File: src/pkg/bwp_regs.svh
// Offsets, field positions, reset values and key patterns of the gate
`ifndef BWP_REGS_SVH
`define BWP_REGS_SVH

`define BWP_KEY_OFS 8'h00
`define BWP_PROT_OFS 8'h04

`define BWP_MODE_LSB 0
`define BWP_MODE_MSB 1
`define BWP_LOCK_BIT 2
`define BWP_PASS_LSB 3
`define BWP_PASS_MSB 7

`define BWP_KEY_RST 8'h07
`define BWP_MODE_RST 2'h3
`define BWP_MODE_OFF 2'h0
`define BWP_LOCK_RST 1'h1
`define BWP_PROT_RST 8'h00

`define BWP_PASS_MODE 5'h18
`define BWP_PASS_OPEN 5'h13
`define BWP_PASS_CLOSE 5'h15

`endif

File: src/pkg/bwp_pkg.sv
// Types shared by the bit write-protection gate
`default_nettype none
package bwp_pkg;

  typedef enum logic [1:0]
  {
    BWP_CMD_NONE = 2'h0,
    BWP_CMD_MODE = 2'h1,
    BWP_CMD_OPEN = 2'h3,
    BWP_CMD_CLOSE = 2'h2
  } bwp_cmd_e;

  typedef logic [1:0] bwp_mode_t;
  typedef logic [4:0] bwp_pass_t;

endpackage : bwp_pkg
`default_nettype wire

File: src/hdl/bwp_key_dec.sv
// Decoder of the five-bit key field into a protection command
`timescale 1ns/10ps
`default_nettype none
`include "bwp_regs.svh"

module bwp_key_dec
(
  input wire bwp_pkg::bwp_pass_t pass,
  output var bwp_pkg::bwp_cmd_e cmd
);
  import bwp_pkg::*;

  always_comb
  begin
    unique case (pass)
      `BWP_PASS_MODE: cmd = BWP_CMD_MODE;
      `BWP_PASS_OPEN: cmd = BWP_CMD_OPEN;
      `BWP_PASS_CLOSE: cmd = BWP_CMD_CLOSE;
      default: cmd = BWP_CMD_NONE;
    endcase
  end

endmodule : bwp_key_dec
`default_nettype wire

File: src/hdl/bwp_key.sv
// Bit write-protection key register with an AHB-Lite slave port
// Operation
// Mode 00: protected bits directly writable
// Any nonzero mode enforces the key scheme
// Mode changes only with key 11000
// Flag bit 2 reads 0 when writable
// Flag 1 blocks all protected writes
// Key 10011 opens access, clears flag
// Key 10101 closes access, sets flag
// Other key values change nothing
// Mode [1:0], flag 2, key [7:3]
// Open holds until close; reset locks (a mode key write with a nonzero mode also locks)
// Disabled scheme reads flag as 0
//
// Decided for this implementation: register access over AHB-Lite and the register addresses.
`timescale 1ns/10ps
`default_nettype none
`include "bwp_regs.svh"

module bwp_key
#(
  parameter int ADDR_W = 8
)
(
  input wire logic clk,
  input wire logic sys_rst,
  input wire logic hsel,
  input wire logic [ADDR_W-1:0] haddr,
  input wire logic [1:0] htrans,
  input wire logic hwrite,
  input wire logic [2:0] hsize,
  input wire logic [31:0] hwdata,
  input wire logic hready,
  output logic hreadyout,
  output logic hresp,
  output logic [31:0] hrdata,
  output logic protOpen,
  output logic [7:0] protData
);
  import bwp_pkg::*;

  if (ADDR_W < 3)
  begin : g_chk
    $error("bwp_key: ADDR_W must be at least 3");
  end

  localparam logic [ADDR_W-1:0] KEY_ADDR = ADDR_W'(`BWP_KEY_OFS);
  localparam logic [ADDR_W-1:0] PROT_ADDR = ADDR_W'(`BWP_PROT_OFS);

  logic accept;
  logic wrPend_r;
  logic wrPend_nxt;
  logic [ADDR_W-1:0] wrAddr_r;
  logic [ADDR_W-1:0] wrAddr_nxt;
  logic keyWr;
  logic protWr;
  logic [7:0] wrByte;
  bwp_cmd_e cmd;
  bwp_mode_t mode_r;
  bwp_mode_t mode_nxt;
  logic flag_r;
  logic flag_nxt;
  logic schemeOn;
  logic [7:0] protData_r;
  logic [7:0] protData_nxt;
  logic protOpen_r;
  logic protOpen_nxt;
  logic [31:0] hrdata_r;
  logic [31:0] hrdata_nxt;
  logic hreadyout_r;
  logic hresp_r;

  // Bus address phase
  always_comb
  begin
    accept = hsel && htrans[1] && hready;
    wrPend_nxt = accept && hwrite;
    wrAddr_nxt = accept ? haddr : wrAddr_r;
  end

  always_ff @(posedge clk or posedge sys_rst)
  begin
    if (sys_rst)
    begin
      wrPend_r <= 1'h0;
      wrAddr_r <= '0;
    end
    else
    begin
      wrPend_r <= wrPend_nxt;
      wrAddr_r <= wrAddr_nxt;
    end
  end

  assign wrByte = hwdata[7:0];
  assign keyWr = wrPend_r && (wrAddr_r == KEY_ADDR);
  assign protWr = wrPend_r && (wrAddr_r == PROT_ADDR);
  assign schemeOn = (mode_r != `BWP_MODE_OFF);

  bwp_key_dec u_dec
  (
    .pass(wrByte[`BWP_PASS_MSB:`BWP_PASS_LSB]),
    .cmd(cmd)
  );

  // Protection state
  always_comb
  begin
    mode_nxt = mode_r;
    flag_nxt = flag_r;
    if (keyWr)
    begin
      unique case (cmd)
        BWP_CMD_MODE:
        begin
          mode_nxt = wrByte[`BWP_MODE_MSB:`BWP_MODE_LSB];
          // Re-enabling starts locked; disabling reads open
          flag_nxt = (mode_nxt != `BWP_MODE_OFF);
        end
        BWP_CMD_OPEN:
        begin
          if (schemeOn)
          begin
            flag_nxt = 1'h0;
          end
        end
        BWP_CMD_CLOSE:
        begin
          if (schemeOn)
          begin
            flag_nxt = 1'h1;
          end
        end
        BWP_CMD_NONE: flag_nxt = flag_r;
      endcase
    end
    protOpen_nxt = !flag_nxt;
  end

  always_ff @(posedge clk or posedge sys_rst)
  begin
    if (sys_rst)
    begin
      mode_r <= `BWP_MODE_RST;
      flag_r <= `BWP_LOCK_RST;
      protOpen_r <= 1'h0;
    end
    else
    begin
      mode_r <= mode_nxt;
      flag_r <= flag_nxt;
      protOpen_r <= protOpen_nxt;
    end
  end

  // Protected bits, guarded by the lock flag
  always_comb
  begin
    protData_nxt = protData_r;
    if (protWr && !flag_r)
    begin
      protData_nxt = wrByte;
    end
  end

  always_ff @(posedge clk or posedge sys_rst)
  begin
    if (sys_rst)
    begin
      protData_r <= `BWP_PROT_RST;
    end
    else
    begin
      protData_r <= protData_nxt;
    end
  end

  // Read data from next values so a write just ahead is seen
  always_comb
  begin
    hrdata_nxt = 32'h0000_0000;
    if (accept && !hwrite)
    begin
      if (haddr == KEY_ADDR)
      begin
        hrdata_nxt[`BWP_MODE_MSB:`BWP_MODE_LSB] = mode_nxt;
        hrdata_nxt[`BWP_LOCK_BIT] = flag_nxt;
      end
      else if (haddr == PROT_ADDR)
      begin
        hrdata_nxt[7:0] = protData_nxt;
      end
    end
  end

  always_ff @(posedge clk or posedge sys_rst)
  begin
    if (sys_rst)
    begin
      hrdata_r <= 32'h0000_0000;
      hreadyout_r <= 1'h1;
      hresp_r <= 1'h0;
    end
    else
    begin
      hrdata_r <= hrdata_nxt;
      hreadyout_r <= 1'h1;
      hresp_r <= 1'h0;
    end
  end

  assign hrdata = hrdata_r;
  assign hreadyout = hreadyout_r;
  assign hresp = hresp_r;
  assign protOpen = protOpen_r;
  assign protData = protData_r;
endmodule : bwp_key
`default_nettype wire

File: config.mk
export PLATFORM = sky130hd
export DESIGN_NAME = bwp_key
export DESIGN_NICKNAME = d
export VERILOG_FILES = /design/src/pkg/bwp_pkg.sv /design/src/hdl/bwp_key_dec.sv /design/src/hdl/bwp_key.sv
export VERILOG_INCLUDE_DIRS = /design/src /design/src/pkg
export SDC_FILE = /design/constraint.sdc
export NUM_CORES = 1
export LEC_CHECK = 0
export BUFFER_PORTS_ARGS = -buffer_cell sky130_fd_sc_hd__buf_4
export CAP_MARGIN = 20
export CORE_UTILIZATION = 43
export CTS_CLUSTER_SIZE = 14
export DETAILED_ROUTE_END_ITERATION = 8
export PLACE_DENSITY = 0.8
export SYNTH_ARGS = -nofsm -noshare
export SYNTH_HDL_FRONTEND = slang
export SYNTH_HIERARCHICAL = 1
export SYNTH_SLANG_ARGS = --single-unit
File: constraint.sdc
create_clock -name clk -period 2.9 [get_ports clk]
set_input_delay 0.145 -clock clk [delete_from_list [all_inputs] [get_ports clk]]
set_output_delay 0.145 -clock clk [all_outputs]
set_load 0.05 [all_outputs]
==> results.py <==
metrics = {
    "worst_setup_path": {
        "path_buf_inv": 0,
        "reg2reg_to": "hrdata[7]",
        "cp-start-kind": "register",
        "path_cells": "or4b_1 -> or4_1 -> mux2_2 -> nor2b_1",
        "crit_arrival_ns": 2.64,
        "worst_r2r_startpoint": "wrAddr_r[4]",
        "cpPeakStageDelay_ns": 0.79,
        "cp_slowest_cell": "or4_1",
        "critPathTopFamily": "simple AND/OR/NAND/NOR gates",
        "r2r_slack_ns": 0.47,
        "crit_fanout": 13,
        "path_depth": 4,
        "critPathKind": "reg2reg",
        "r2r_cells": 4,
        "cp.required_ns": 3.11,
        "worst_setup_path_end_kind": "register",
    },
    "layout": {
        "diodes": 0,
        "seq_area_um2": 729.5,
        "drive_gt1_share_pct": 39.01,
        "stdcell_area_um2": 1854,
        "n_fill_cell": 324,
        "area_delta_synth_final_pct": 19.71,
        "nets": 231,
        "multi_input_area_um2": 674.4,
    },
    "floorplan": {
        "fp.coreArea_um2": 3390,
        "die_y_um": 62.02,
        "die_x_um": 62.02,
        "boundaryPins": 93,
        "rows": 21,
        "initial_utilization_pct": 45.70,
        "dieArea_um2": 3846,
    },
    "clock_network": {
        "cts.repair.resized": 0,
        "ctsLongestPathBuffers": 2,
        "numCtsBuffers": 5,
        "root_buffer": "clkbuf_4",
        "clk_pin_slew_ns": 0.09,
        "htreeDepth": 2,
        "clk_latency_ns": 0.33,
        "clock-sinks": 29,
        "cts_tree": "done",
    },
    "routing": {
        "drc": 0,
        "vias_per_cell": 4.496,
        "first_iter_violations": 14,
        "wl_per_cell_um": 11.29,
        "drt.antenna.violating_nets": 0,
        "routed_wl_um": 2574,
        "num_vias": 1025,
        "first_pass_iters": 4,
    },
    "hold_path": {
        "min_from": "hwrite",
        "hp-class": "in2reg",
        "min_path_cells": 3,
        "holdPathEnd": "wrPend_r",
    },
    "yosys": {
        "synth.top_cells.by_count": "buf_4, dfrtp_1, mux2_2, nor2b_1",
        "synthCells": 140,
        "async_flop_share_pct": 100.0,
        "syn_area_um2": 1549,
        "ys_types": 33,
        "avgSynthCellArea_um2": 11.06,
        "synth_top_area_share_pct": 42.00,
        "synthTopCellsByArea": "dfrtp_1, buf_4, mux2_2, dfstp_2, nor2b_1",
        "synth_ff_type": "dfrtp_1",
        "yosys_warnings": 6,
        "yosysSeqAreaShare_pct": 47.09,
        "synth_edf_count": 0,
        "synth.largest_area_cell": "dfrtp_1",
        "synth_seq_cells": 29,
    },
    "placed_design": {
        "place_congestion": 0.8263,
        "place.detailed.hpwl_um": 1971,
        "portBuffers": 38,
        "placed_area_um2": 1793,
    },
    "global_route": {
        "grt_pass1_vias": 875,
        "grt_pass1_wl_um": 4098,
        "track_usage_pct": 15.73,
        "antenna_found_initial": 0,
        "overflow": 0,
        "grt_max_degree": 18,
    },
    "sta": {
        "finalSetupViolCount": 0,
        "skew_ns": 0.01069,
        "min_period_ns": 2.429,
        "fmax_mhz": 411.7,
        "final-hold-violation-count": 0,
        "finalCritPeriodShare_pct": 83.75,
        "fin_tns_setup_ns": 0,
        "relSlewSlack_pct": 63.20,
        "grt_setup_unrepaired": "false",
        "drv_slew": 0,
        "tightest_slew_ns": 0.5514,
    },
    "power": {
        "power_leakage_nw": 0.8776,
        "total_power_mw": 0.8904,
        "powerDensity_nw_per_um2": 480.2,
        "ir_worst_vdd_mv": 0.2171,
    },
    "run_status": {
        "status": "finished, final reports clean",
    },
    "job": {
        "maxCapViolCount": 0,
    },
}
-- repair_timing --
item / 4_1_cts / 5_1_grt
hold buffers: 1 / 0
endpoints found under the hold margin: 12 / 0
buffers inserted: 0 / 0
-- logic make-up after synthesis --
group,after synthesis,share of synthesized area (%)
and+or+nand+nor,44,17.37
buffers and inverters,34,15.19
DFF,29,47.09
muxes,20,14.86
AOI/OAI and AO/OA,10,4.442
other,2,0.4848
xor gates and xnor gates,1,0.5655
-- worst max path at each step --
stage                      from         to  slack (ns)
floorplan           wrAddr_r[4]  hrdata[5]        0.64
finish              wrAddr_r[4]  hrdata[7]        0.47
global route        wrAddr_r[4]  hrdata[7]        0.36
detailed placement  wrAddr_r[4]  hrdata[5]        0.48
global placement    wrAddr_r[4]  hrdata[6]        0.50
CTS                 wrAddr_r[4]  hrdata[5]        0.47
-- sequential cells by signal, summed over array words and instances (netlist names) --
signal,count
protData,8
wrPend_r,1
wrAddr_r,8
hrdata,8
mode_r,2
flag_r,1
protOpen,1
-- layer usage --
layer | vias up | wire (um) | track usage [%] | part of all wire [%]
met1 | 476 | 1154 | 19.71 | 45
met3 | 6 | 177 | 6.625 | 6.9
met5 | - | 0 | 0 | 0
met4 | 0 | 45 | 7.619 | 1.7
met2 | 37 | 1197 | 23.40 | 47
li1 | 506 | - | - | -
-- tightest hold or removal path, cell delays in order --
cell	delay [ns]
buf_4	0.11
inv_1	0.04
nor2_1	0.03
-- placed cells by master (no fill, tap or decap), types with 3 or more instances in the layout --
master / count
nand3_1: 4
inv_1: 3
a21oi_1: 4
buf_4: 39
nor2b_1: 8
dfstp_2: 3
conb_1: 26
mux2_2: 16
nand2_1: 5
nor3_1: 4
dfrtp_1: 26
nor2_1: 5
clkbuf_4: 5
-- cell type report --
type / count / share of cell area [%]
timing repair buffer: 41 / 17.81
sequential: 29 / 39.34
clock inverter: 2 / 0.5398
clock buffer: 6 / 2.227
inverter: 3 / 0.6073
multi-input combinational: 101 / 36.37
tap: 46 / 3.104
-- power by group --
group | internal, mW | leakage, nW | total (mW) | switching (mW)
sequential | 0.434 | 0.359 | 0.452 | 0.0182
combinational | 0.0660 | 0.487 | 0.207 | 0.141
clock | 0.0921 | 0.0320 | 0.231 | 0.139
-- stage by stage --
stage               utilization (%)  cells  setup slack (ns)  hold slack (ns)
floorplan                         -    164            0.6422           0.2209
global placement              52.09    218            0.4951           0.3790
detailed placement            52.90    219            0.4816           0.2283
CTS                           54.71    228            0.4701          0.02120
global route                  54.71    228            0.3628         0.006901
finish                        54.71    228            0.4712          0.03134
Note: power is estimated with default switching activity, not from simulation.
